### src/rtl/reset_cause_pkg.sv
package reset_cause_pkg;
  // Cause bit positions in the reset cause register.
  localparam int CAUSE_W = 5;
  localparam int CAUSE_EXT = 0;
  localparam int CAUSE_POR = 1;
  localparam int CAUSE_BOR = 2;
  localparam int CAUSE_WDT = 3;
  localparam int CAUSE_SW = 4;
  localparam logic [4:0] CAUSE_RESET = 5'h00;
  // Peripheral soft reset registers.
  localparam int NUM_SRCR = 3;
  localparam int PERIPH_W = 32;
  localparam int DOMAINS = 2;
  // Synchroniser depth and release stretch.
  localparam int SYNC_STAGES = 3;
  localparam int RELEASE_CYCLES = 4;
  localparam logic [2:0] RELEASE_LAST = 3'h3;
  // Watchdog.
  localparam int WDT_W = 32;
  localparam logic [31:0] WDT_LOAD_RESET = 32'hFFFFFFFF;
  localparam logic [31:0] WDT_ZERO = 32'h00000000;
  // Regulator adjust: 0 is 2.50 V, signed steps of 50 mV, limited to +-5 steps.
  localparam int REGULATOR_VOLTAGE_ADJUST_W = 6;
  localparam logic signed [5:0] REGULATOR_VOLTAGE_ADJUST_MIN = -6'sd5;
  localparam logic signed [5:0] REGULATOR_VOLTAGE_ADJUST_MAX = 6'sd5;
  localparam logic [5:0] REGULATOR_VOLTAGE_ADJUST_RESET = 6'h00;
  // Identification values, arbitrary.
  localparam int ID_REGS = 7;
  localparam logic [31:0] ID_DEFAULT = 32'h00010000;

  typedef enum logic [1:0] {RST_HOLD, RST_SYNC, RST_RUN} rst_state_e;

  typedef struct packed {
    logic ext;
    logic por;
    logic bor;
    logic wdt;
    logic sw;
  } src_s;

  typedef struct packed {
    logic coreRst;
    logic periphRst;
    logic tapRst;
  } rst_out_s;
endpackage

### src/rtl/ident_rom.sv
`timescale 1ns/1ps
// Read-only identification registers, read data registered.
module ident_rom #(
  parameter logic [32*7-1:0] ID_VALUES = {7{32'h00010000}}
) (
  // Clock and reset.
  input wire logic clk,
  input wire logic nrst,
  // Read port.
  input wire logic [2:0] rdIdx,
  output logic [31:0] rdData
);
  import reset_cause_pkg::*;

  logic [31:0] rdData_d;

  // Index out of range reads zero rather than aliasing.
  always_comb begin
    rdData_d = 32'h00000000;
    if (int'(rdIdx) < ID_REGS) begin
      rdData_d = ID_VALUES[rdIdx*32 +: 32];
    end
  end

  always_ff @(posedge clk or negedge nrst) begin
    if (!nrst) begin
      rdData <= 32'h00000000;
    end else begin
      rdData <= rdData_d;
    end
  end
endmodule

### src/rtl/reset_cause_control.sv
`timescale 1ns/1ps
// Function
// - Five sources combine into internal reset: pin, POR, brown-out, software, watchdog.
// - Cause bit set per reset source; set bits stay across later resets other than power-on.
// - Power-on reset clears all other cause bits, leaving only POR.
// - Pin reset resets core and peripherals but not the scan TAP.
// - Pin release is synchronised a few clocks before internal reset releases.
// - Power-up holds reset until later of pin and POR goes inactive.
// - Internal POR happens only on initial power-up.
// - Power-on reset also resets the scan TAP controller.
// - Brown-out reset disabled after reset; software may enable it.
// - Brown-out gives interrupt, or reset only when enable bit set.
// - Brown-out reset acts like pin reset, held while supply low.
// - Three soft reset registers; set then clear resets that peripheral.
// - Soft reset bit positions match clock gating bit positions.
// - Peripheral soft reset asserts resets of all its clock domains.
// - System reset request resets core and peripherals but not the scan TAP, then releases.
// - First watchdog time-out is interrupt only; second causes system reset.
// - After first time-out watchdog reloads 32-bit counter from load value.
// - Watchdog resets only at zero while interrupt uncleared and reset enabled.
// - Regulator adjust field selects 2.25 V to 2.75 V in small steps.
// - Seven read-only identification registers report version, sizes and features.
module reset_cause_control #(
  parameter int NSRCR = reset_cause_pkg::NUM_SRCR,
  parameter int PW = reset_cause_pkg::PERIPH_W,
  parameter int ND = reset_cause_pkg::DOMAINS,
  parameter logic [32*7-1:0] ID_VALUES = {7{reset_cause_pkg::ID_DEFAULT}}
) (
  // Clock and power-on reset from the supply monitor, active low.
  input wire logic clk,
  input wire logic nrst,
  // External reset pin, active low, asynchronous.
  input wire logic extRstN,
  // Brown-out detector and its control.
  input wire logic brownoutLow,
  input wire logic brownoutResetEnable,
  output logic brownoutIrq,
  // Software system reset request pulse.
  input wire logic systemResetRequest,
  // Reset cause register write (write one to clear) and read.
  input wire logic causeClrWe,
  input wire logic [reset_cause_pkg::CAUSE_W-1:0] causeClrData,
  output logic [reset_cause_pkg::CAUSE_W-1:0] resetCause,
  // Peripheral soft reset registers, same bit map as clock gating.
  input wire logic softRstWe,
  input wire logic [1:0] softRstSel,
  input wire logic [PW-1:0] softRstData,
  output logic [NSRCR*PW-1:0] softRstRegs,
  output logic [NSRCR*PW*ND-1:0] periphDomainRst,
  // Watchdog.
  input wire logic wdtEnable,
  input wire logic wdtResetEnable,
  input wire logic wdtLoadWe,
  input wire logic [reset_cause_pkg::WDT_W-1:0] watchdogLoadValue,
  input wire logic wdtIrqClr,
  output logic wdtIrq,
  output logic [reset_cause_pkg::WDT_W-1:0] wdtCount,
  // Regulator adjust.
  input wire logic vadjWe,
  input wire logic [reset_cause_pkg::REGULATOR_VOLTAGE_ADJUST_W-1:0] vadjData,
  output logic [reset_cause_pkg::REGULATOR_VOLTAGE_ADJUST_W-1:0] regulatorVoltageAdjust,
  // Identification read.
  input wire logic [2:0] idIdx,
  output logic [31:0] idData,
  // Reset outputs.
  output reset_cause_pkg::rst_out_s rstOut
);
  import reset_cause_pkg::*;

  // Asynchronous assertion, synchronised release of the external pin.
  logic [SYNC_STAGES-1:0] extSync;
  logic extAsyncN;
  logic extHeldN;
  assign extAsyncN = nrst & extRstN;
  always_ff @(posedge clk or negedge extAsyncN) begin
    if (!extAsyncN) begin
      extSync <= '0;
    end else begin
      extSync <= {extSync[SYNC_STAGES-2:0], 1'b1};
    end
  end
  assign extHeldN = extSync[SYNC_STAGES-1];

  typedef struct packed {
    rst_state_e st;
    logic [2:0] cnt;
    logic [CAUSE_W-1:0] cause;
    logic [CAUSE_W-1:0] pend;
    logic porSeen;
    logic [NSRCR*PW-1:0] srcr;
    logic [NSRCR*PW-1:0] pulse;
    logic [WDT_W-1:0] wcnt;
    logic [WDT_W-1:0] wload;
    logic wirq;
    logic wrst;
    logic [REGULATOR_VOLTAGE_ADJUST_W-1:0] regulator_voltage_adjust;
    logic borIrq;
  } state_s;

  state_s s_q, s_d;
  logic [CAUSE_W-1:0] srcVec;
  logic anySrc;

  // Live sources; the pin and POR come through the synchroniser.
  always_comb begin
    srcVec = '0;
    srcVec[CAUSE_EXT] = ~extRstN;
    srcVec[CAUSE_POR] = ~s_q.porSeen;
    srcVec[CAUSE_BOR] = brownoutLow & brownoutResetEnable;
    srcVec[CAUSE_WDT] = s_q.wrst;
    srcVec[CAUSE_SW] = systemResetRequest;
    anySrc = ~extHeldN | srcVec[CAUSE_BOR] | srcVec[CAUSE_WDT] | srcVec[CAUSE_SW];
  end

  always_comb begin
    s_d = s_q;
    s_d.pulse = '0;
    s_d.borIrq = brownoutLow & ~brownoutResetEnable;
    // Cause clear by software; a cause landing in the same cycle wins below.
    if (causeClrWe) begin
      s_d.cause = s_q.cause & ~causeClrData;
    end
    s_d.pend = s_q.pend | srcVec;
    case (s_q.st)
      RST_HOLD: begin
        s_d.cnt = '0;
        // Holding while any source, including a low supply with brown-out reset enabled, stays active.
        if (!anySrc) begin
          s_d.st = RST_SYNC;
        end
      end
      RST_SYNC: begin
        if (anySrc) begin
          s_d.st = RST_HOLD;
        end else if (s_q.cnt == RELEASE_LAST) begin
          s_d.st = RST_RUN;
          s_d.porSeen = 1'b1;
          if (s_q.pend[CAUSE_POR]) begin
            s_d.cause = '0;
            s_d.cause[CAUSE_POR] = 1'b1;
          end else begin
            s_d.cause = s_d.cause | s_q.pend;
          end
          s_d.pend = '0;
        end else begin
          s_d.cnt = s_q.cnt + 3'h1;
        end
      end
      RST_RUN: begin
        if (anySrc) begin
          s_d.st = RST_HOLD;
        end
      end
      default: s_d.st = RST_HOLD;
    endcase
    // Soft reset registers: a falling bit gives a one-cycle reset pulse.
    if (softRstWe && int'(softRstSel) < NSRCR && s_q.st == RST_RUN) begin
      s_d.srcr[softRstSel*PW +: PW] = softRstData;
      s_d.pulse[softRstSel*PW +: PW] = s_q.srcr[softRstSel*PW +: PW] & ~softRstData;
    end
    // Regulator adjust, writes outside the legal window are ignored.
    if (vadjWe && $signed(vadjData) >= REGULATOR_VOLTAGE_ADJUST_MIN && $signed(vadjData) <= REGULATOR_VOLTAGE_ADJUST_MAX) begin
      s_d.regulator_voltage_adjust = vadjData;
    end
    // Interrupt clear sits ahead of the counter, so a time-out in the same cycle wins.
    if (wdtIrqClr) begin
      s_d.wirq = 1'b0;
    end
    // Watchdog.
    if (wdtLoadWe) begin
      s_d.wload = watchdogLoadValue;
      s_d.wcnt = watchdogLoadValue;
    end else if (wdtEnable && s_q.st == RST_RUN) begin
      if (s_q.wcnt == WDT_ZERO) begin
        s_d.wcnt = s_q.wload;
        if (s_q.wirq && wdtResetEnable) begin
          s_d.wrst = 1'b1;
        end
        s_d.wirq = 1'b1;
      end else begin
        s_d.wcnt = s_q.wcnt - 32'h1;
      end
    end
    if (s_q.st == RST_HOLD && s_q.wrst) begin
      s_d.wrst = 1'b0;
      s_d.wirq = 1'b0;
      s_d.wcnt = s_q.wload;
    end
  end

  always_ff @(posedge clk or negedge nrst) begin
    if (!nrst) begin
      s_q <= '{st: RST_HOLD, cnt: '0, cause: CAUSE_RESET, pend: '0, porSeen: 1'b0,
               srcr: '0, pulse: '0, wcnt: WDT_LOAD_RESET, wload: WDT_LOAD_RESET,
               wirq: 1'b0, wrst: 1'b0, regulator_voltage_adjust: REGULATOR_VOLTAGE_ADJUST_RESET, borIrq: 1'b0};
    end else begin
      s_q <= s_d;
    end
  end

  // Per-domain resets: every domain of a peripheral sees the same request.
  genvar gi;
  generate
    for (gi = 0; gi < NSRCR * PW; gi++) begin : g_dom
      assign periphDomainRst[gi*ND +: ND] = {ND{s_q.pulse[gi] | rstOut.periphRst}};
    end
  endgenerate

  // Core and peripherals share the system reset; the TAP only sees POR.
  assign rstOut.coreRst = ~extAsyncN | (s_q.st != RST_RUN);
  assign rstOut.periphRst = rstOut.coreRst;
  assign rstOut.tapRst = ~nrst | ~s_q.porSeen;
  assign resetCause = s_q.cause;
  assign softRstRegs = s_q.srcr;
  assign wdtIrq = s_q.wirq;
  assign wdtCount = s_q.wcnt;
  assign regulatorVoltageAdjust = s_q.regulator_voltage_adjust;
  assign brownoutIrq = s_q.borIrq;

  ident_rom #(.ID_VALUES(ID_VALUES)) u_id (
    .clk(clk),
    .nrst(nrst),
    .rdIdx(idIdx),
    .rdData(idData)
  );

  // Cause register: a power-on release wipes the others, every other cause only accumulates.
  a_por_only_cause: assert property (@(posedge clk) disable iff (!nrst)
    (s_q.st == RST_SYNC && s_q.cnt == RELEASE_LAST && !anySrc && s_q.pend[CAUSE_POR])
    |=> resetCause == (CAUSE_W'(1) << CAUSE_POR))
    else $error("POR did not leave only POR cause");
  a_cause_sticky: assert property (@(posedge clk) disable iff (!nrst)
    (!causeClrWe && !s_q.pend[CAUSE_POR])
    |=> (resetCause & $past(resetCause)) == $past(resetCause))
    else $error("Cause bit lost");

  // Brown-out: an interrupt while the reset is disabled, a held reset once it is enabled.
  a_bor_disabled: assert property (@(posedge clk) disable iff (!nrst)
    (brownoutLow && !brownoutResetEnable) |=> brownoutIrq)
    else $error("Brown-out irq missing");
  a_bor_hold: assert property (@(posedge clk) disable iff (!nrst)
    (brownoutLow && brownoutResetEnable) |=> rstOut.coreRst)
    else $error("Brown-out reset dropped");

  // Release sequencing: the pin keeps the core held until it has crossed the synchroniser.
  a_sync_release: assert property (@(posedge clk) disable iff (!nrst)
    $rose(extRstN) |-> rstOut.coreRst [*3])
    else $error("Release not synchronised");
  a_pin_hold: assert property (@(posedge clk) disable iff (!nrst)
    !extHeldN |=> rstOut.coreRst)
    else $error("Internal reset released while pin still held");
  a_release_run: assert property (@(posedge clk) disable iff (!nrst)
    (s_q.st == RST_SYNC && s_q.cnt == RELEASE_LAST && !anySrc) |=> s_q.st == RST_RUN)
    else $error("Release count did not end in run");

  // Power-on bookkeeping: only a supply ramp may clear the flag that spares the scan port.
  a_por_once: assert property (@(posedge clk) disable iff (!nrst)
    s_q.porSeen |=> s_q.porSeen)
    else $error("Power-on flag dropped without a supply ramp");
  a_tap_por: assert property (@(posedge clk) disable iff (!nrst)
    $fell(rstOut.tapRst) |-> $past(s_q.st) == RST_SYNC && s_q.st == RST_RUN)
    else $error("Scan controller left reset before the power-on release");
  a_tap_kept: assert property (@(posedge clk) disable iff (!nrst)
    (s_q.porSeen && !extRstN) |-> !rstOut.tapRst)
    else $error("Pin reset hit TAP");

  // Watchdog: first zero interrupts and reloads, a second unserviced zero resets.
  a_wdt_reload: assert property (@(posedge clk) disable iff (!nrst)
    (wdtEnable && !wdtLoadWe && s_q.st == RST_RUN && wdtCount == WDT_ZERO)
    |=> wdtCount == $past(s_q.wload) && wdtIrq)
    else $error("Watchdog reload wrong");
  a_wdt_first_irq: assert property (@(posedge clk) disable iff (!nrst)
    (wdtEnable && !wdtLoadWe && s_q.st == RST_RUN && wdtCount == WDT_ZERO && !wdtIrq
     && !s_q.wrst) |=> !s_q.wrst)
    else $error("First watchdog time-out caused a reset");
  a_wdt_reset: assert property (@(posedge clk) disable iff (!nrst)
    $rose(s_q.wrst) |-> $past(wdtIrq) && $past(wdtResetEnable) && $past(wdtCount) == WDT_ZERO)
    else $error("Bad wdt reset");
  a_irq_held: assert property (@(posedge clk) disable iff (!nrst)
    (wdtIrq && !wdtIrqClr && !(s_q.st == RST_HOLD && s_q.wrst)) |=> wdtIrq)
    else $error("Watchdog interrupt dropped without a clear");
  a_swreq_reset: assert property (@(posedge clk) disable iff (!nrst)
    systemResetRequest |=> rstOut.coreRst)
    else $error("Software reset missing");

  // Soft resets and regulator window.
  a_soft_pulse: assert property (@(posedge clk) disable iff (!nrst)
    (softRstWe && softRstSel == 2'h0 && s_q.st == RST_RUN && s_q.srcr[0] && !softRstData[0])
    |=> periphDomainRst[0] && periphDomainRst[ND-1])
    else $error("Soft reset pulse missing");
  a_soft_refused: assert property (@(posedge clk) disable iff (!nrst)
    (softRstWe && int'(softRstSel) >= NSRCR) |=> $stable(softRstRegs))
    else $error("Write to a missing soft reset register landed");
  a_regulator_voltage_adjust_window: assert property (@(posedge clk) disable iff (!nrst)
    $signed(regulatorVoltageAdjust) >= REGULATOR_VOLTAGE_ADJUST_MIN && $signed(regulatorVoltageAdjust) <= REGULATOR_VOLTAGE_ADJUST_MAX)
    else $error("Regulator adjust outside its window");

  // Main scenarios that a run should reach at least once.
  c_pin_reset: cover property (@(posedge clk) disable iff (!nrst) $rose(extRstN));
  c_wdt_second: cover property (@(posedge clk) disable iff (!nrst) $rose(s_q.wrst));
  c_bor_reset: cover property (@(posedge clk) disable iff (!nrst)
    brownoutLow && brownoutResetEnable);
  c_soft_periph: cover property (@(posedge clk) disable iff (!nrst) |s_q.pulse);
  c_irq_cleared: cover property (@(posedge clk) disable iff (!nrst) wdtIrq && wdtIrqClr);
endmodule

### config.mk
export PLATFORM = sky130hd
export DESIGN_NAME = reset_cause_control
export DESIGN_NICKNAME = d
export VERILOG_FILES = /design/src/rtl/reset_cause_pkg.sv /design/src/rtl/ident_rom.sv /design/src/rtl/reset_cause_control.sv
export SDC_FILE = /design/constraint.sdc
export NUM_CORES = 1
export LEC_CHECK = 0
export ABC_AREA = 1
export BUFFER_PORTS_ARGS = -buffer_cell sky130_fd_sc_hd__buf_4
export CORE_AREA = 2 2 179 181
export DETAILED_ROUTE_END_ITERATION = 8
export DIE_AREA = 0 0 181 183
export PLACE_DENSITY = 0.78
export SYNTH_ARGS = -nofsm -noshare
export SYNTH_HDL_FRONTEND = slang
export SYNTH_HIERARCHICAL = 1
export SYNTH_SLANG_ARGS = --single-unit
### constraint.sdc
create_clock -name clk -period 4 [get_ports clk]
set_clock_uncertainty 0.05 [all_clocks]
set_input_delay 0.4 -clock clk [delete_from_list [all_inputs] [get_ports clk]]
set_output_delay 0.4 -clock clk [all_outputs]
set_load 0.005 [all_outputs]
### After elaboration in Yosys (flattened, before gate mapping)

Cells that the tools add are included.

* multiplexer cells: 25
* multiply operators: 0
* shift operators: 5
* reduce and logical (&&, ||, !) cells: 18
* order comparisons: 4
* eq/ne operators: 10
* $add $sub $neg: 3
* divide/modulo/power cells: 0
* bitwise logic cells: 118

Operator list (number)
* indexed part select 224 x 9 -> 32 bit, first input constant: 1
* indexed part select 32 x 34 -> 96 bit: 2
* two-way mux 32 bit: 5
* bitwise OR 1 bit: 101
* bitwise AND 96 bit: 1
* bitwise mux 96 bit: 1
* two-way mux 96 bit: 1
* variable shift 32 x 34 -> 96 bit, first input constant: 1
* indexed part select 96 x 8 -> 32 bit: 1
* negation 7 -> 34 bit: 1
* bitwise AND 32 bit: 1
* logical NOT 32 bit: 1
* inverter 32 bit: 1
* subtractor 32 x 1 -> 32 bit, second input constant: 1
* two-way mux 11 bit: 2
* two-way mux 2 bit: 8
* two-way mux 14 bit: 1
* two-way mux 5 bit: 2
* != test 2 bit, second input constant: 5
* bitwise OR 5 bit: 2
* AND reduction 3 bit: 3
* nonzero test 2 bit: 4
* logical AND 1 bit: 7
* inverter 1 bit: 7
* other kinds (20): 23

* bits in read-only memories: 0
* RAM bits: 0
* register bits after elaboration: 316
* input port bits: 93
* memories kept: 0
* latch bits: 0

### Logic depth before layout (Yosys ltp)

* depth after elaboration: 8
* mapped depth: 12

### Hierarchy

Netlist, hierarchy kept.

Modules (own cells, without submodules)
* reset_cause_control: times used 1, area each 15394.8 um^2, cells each 1930
* ident_rom: times used 1, area each 266.5 um^2, cells each 34

### Worst setup path before layout

OpenSTA, ideal clock, no wires.

* path type: input-to-reg
* from: input port softRstSel[0]
* to: register s_q[100] (netlist name)
* arrival time: 2122 ps
* data required time: 3878 ps
* buffers on the path: 3
* stages: 8
* setup slack: 1755 ps
* path through: inv_1 -> buf_2 -> clkbuf_1 -> ha_1 -> nor3_1 -> nand2_1 -> buf_1 -> nor2_1

RTL lines
* from (decl): RTL line reset_cause_control.sv:46 `input wire logic [1:0] softRstSel,`
* to (signal assigned): RTL line reset_cause_control.sv:193 `s_q <= '{st: RST_HOLD, cnt: '0, cause: CAUSE_RESET, pend: '0, porSeen: 1'b0,`
* to (decl): RTL line reset_cause_control.sv:100 `state_s s_q, s_d;`

### Worst setup path after layout

* from: input port nrst
* to: output port periphDomainRst[83]

* cells in the longest elaborated chain, start to end: 4

Ends and longest elaborated chain
* from (decl): RTL line reset_cause_control.sv:31 `input wire logic nrst,`
* bitwise AND 1 bit: RTL line reset_cause_control.sv:74 `assign extAsyncN = nrst & extRstN;`
* inverter 1 bit: RTL line reset_cause_control.sv:210 `assign rstOut.coreRst = ~extAsyncN | (s_q.st != RST_RUN);`
* bitwise OR 1 bit: RTL line reset_cause_control.sv:210
* bitwise OR 1 bit: RTL line reset_cause_control.sv:205 `assign periphDomainRst[gi*ND +: ND] = {ND{s_q.pulse[gi] | rstOut.periphRst}};`
* to (decl): RTL line reset_cause_control.sv:49 `output logic [NSRCR*PW*ND-1:0] periphDomainRst,`

No other way between the ends.

==> metrics <==
status finished, final reports clean; max_slew headroom 32.14%; CP dominant cell by count buf_4; RD Place Congestion between 0.9 and 1; Vias roughly 14000; die height 183 um; Worst-Margin Slew between 1 and 1.5 ns; first-pass GRT wire length 72990 um; # diodes 0; Seq/Total Area, Yosys 46.05%; Gate power share a little over an eighth; top post-synthesis cells by area dfrtp_1 (35%), buf_4 (13%), dfstp_2 (11%); Final ANT Viol Nets 0; final non-filler cell area 18510 sq um; Leak approximately 9 nW; met3 WL roughly 4600 um; CTS root buffer clkbuf_16; antenna violations before repair 0; std cell rows 65; pin count of the biggest net entering global routing approximately 170; CTS tree built; area of the die 33120 sq um; Hold EP s_q[13]; Layout Nets about 2200; drt total wl between 40000 and 50000 um; Worst path max stage delay 0.56 ns; total track usage ~28%; most common cell in the netlist nand2_1; hold violation count in the final report 0; Net Sw Frac 27.60%; minimum clock period 3.329 ns; worst reg2reg startpoint s_q[279]; Post-synth EDFFs 0; Reg2Reg Setup Slack roughly 1.2 ns; number of I/O pins 461; placed standard-cell area 17300 sq um; # resized after CTS 0; DP HPWL ~33000 um; Max Buffers Root-to-Sink 3; top_reg_cell synth dfrtp_1; metal2 WL around 23000 um; DR WL/cell about 19 um; TNS Setup 0 ns; mapped cell area roughly 16000 sq um; Worst Hold Depth 3; Reg clk slew, reported paths around 0.06 ns; DIE WIDTH 181 um; 1st-pass router iterations 6; critical path data arrival time approximately 2.9 ns; Max Used Layer met4; WL met1 between 15000 and 20000 um; Synth top area share 35.31%; Pint approximately 5.2 mW; final worst path period share 83.23%; Core ar. 31230 sq um; P&R area growth vs syn 18.19%; Worst Min Path Start watchdogLoadValue[4]; fmax 0.3004 GHz; sw power around 2 mW; CTS Sinks 285; Worst Setup End Kind output port; later-pin clock latency in the skew report 0.59 ns; Max Slew Vio Count 0; WS Path Type in -> out; flops & latches, synth about 290; Initial Util 50.15%; Avg Inst Size Synth 7.974 sq um; placed cell count 2480; H-tree depth 1; IO Port Bufs 429; slowest CP cell dlygate4sd3_1; Syn. warnings 6; Post-Syn Instances 1964; CP Launch Type primary input; Yosys top cell by area dfrtp_1; Cell Chain, Critical Path dlygate4sd3_1 -> buf_8 -> nand2_1 -> nor2_1 -> inv_2 -> buf_4 -> or2_2 -> buf_4; PwrDens 389.3 nW/um^2; Residual DRC 0; DRT iter0 DRCs around 1300; worst hold slack approximately 0.019 ns; fin util 59.27%; top cells by instance count after synthesis nand2_1 (372), buf_4 (268), o21ai_0 (257), dfrtp_1 (221), nor2_1 (180); remaining global-route overflow 0; Worst VDD drop about 0.00041 V; RR Endpoint wdtCount[22]; Max-cap violations 0; Cell Count, Final, Fillers Out roughly 2600; peak fanout along the critical path 67; vias in the first global route 13130; Vias/cell 5.305; layout cells sized above 1 between 30% and 40%; Req. time, crit path 3.55 ns; cts bufs inserted 30; post-synthesis async set-or-reset flop share 100.0%; Cell variety after synth 32; final setup vio count 0; Clock Power Share 41.3%; r2r worst-path depth 8; RSZ-0062 raised after global routing no; sequential share of power between 40% and 50%; HP Class in -> reg
## registers in the layout, indices dropped and copies added (netlist names)
signal	cells
brownoutIrq	1
extSync	3
regulatorVoltageAdjust	6
resetCause	5
s_q	140
softRstRegs	96
u_id/rdData	1
wdtCount	32
wdtIrq	1
## cell type report
| cell class | instances | area, sq um |
|---|---|---|
| clock inverter | 14 | 182.7 |
| multi-input combinational | 1189 | 5604 |
| timing repair buffer | 459 | 3526 |
| fill | 2737 | 12720 |
| clock buffer | 42 | 885.9 |
| sequential | 285 | 7212 |
| inverter | 159 | 596.8 |
| tap | 402 | 503.0 |
## through the flow
stage	worst slack (ns)	total power, mW
4_1_cts	0.6506	7.252
3_5_place_dp	1.134	4.253
5_1_grt	0.4401	7.501
6_report	0.6706	7.206
2_1_floorplan	1.755	3.909
3_3_place_gp	1.227	4.222
## layer usage
layer  vias up  global-route usage (%)
met1      6524                   36.58
met4         0                   8.520
met5         -                       0
li1       6207                       -
met3       102                   5.719
met2       695                   46.66
## cell usage in the layout, fill, tap and decap left out, types with 2 or more instances in the layout
| cell type | Yosys | final |
|---|---|---|
| xor2_1 | 9 | 9 |
| dfstp_2 | 64 | 64 |
| o211ai_1 | 2 | 2 |
| nand4_1 | 8 | 8 |
| inv_2 | 4 | 7 |
| clkbuf_8 | 0 | 9 |
| nand3_2 | 1 | 3 |
| buf_12 | 0 | 3 |
| nor2_4 | 6 | 7 |
| nand2_2 | 6 | 6 |
| nor2_1 | 180 | 178 |
| o21ai_0 | 257 | 257 |
| nand3_1 | 69 | 67 |
| buf_4 | 268 | 441 |
| xnor2_1 | 9 | 9 |
| inv_1 | 154 | 151 |
| ha_1 | 8 | 8 |
| or2_2 | 97 | 97 |
| nand3b_1 | 4 | 4 |
| clkinvlp_4 | 0 | 2 |
| a21oi_1 | 114 | 114 |
| clkinv_2 | 0 | 6 |
| nand2_1 | 372 | 372 |
| dfrtp_1 | 221 | 221 |
| clkbuf_1 | 68 | 3 |
| nor2_2 | 5 | 6 |
| clkinv_4 | 0 | 2 |
| bufinv_16 | 0 | 3 |
| conb_1 | 2 | 32 |
| dlygate4sd3_1 | 0 | 14 |
| o21bai_1 | 6 | 6 |
| clkbuf_16 | 0 | 30 |
## critical path: cells and delay by family
family	cells	cell delay [ns]
buf+inv	5	1.77
simple gates	3	0.65
## power by group through the flow
stage	combinational [mW]	sequential (mW)	clock, mW
2_1_floorplan	0.678	3.23	0
3_3_place_gp	0.935	3.29	0
3_5_place_dp	0.959	3.29	0
4_1_cts	0.978	3.24	3.03
5_1_grt	1.10	3.27	3.13
6_report	0.984	3.25	2.97
## cell families (layout without fill, tap and decap cells)
kind of cell             Yosys count  in the layout  share of synthesized area, %
buffers and inverters            520            674                         19.05
adder cells (fa/ha/maj)            8              8                        0.6392
flip-flops                       285            285                         46.05
XOR/XNOR                          18             18                         1.007
other                              2             32                       0.04795
AO/OA/AOI/OAI                    380            380                         12.28
AND/OR/NAND/NOR                  751            751                         20.93
## worst max path at each step
| stage | start | end |
|---|---|---|
| 2_1_floorplan | softRstSel[0] | s_q[100] |
| 3_3_place_gp | nrst | periphDomainRst[82] |
| 3_5_place_dp | softRstSel[0] | softRstRegs[74] |
| 4_1_cts | nrst | periphDomainRst[83] |
| 5_1_grt | nrst | periphDomainRst[82] |
| 6_report | nrst | periphDomainRst[83] |
## what timing repair did
item,CTS,global route
setup buffers,0,0
hold endpoints to repair,30,0
setup endpoints to repair,0,0
hold buffers,14,0
(Power assumes the default switching activity.)
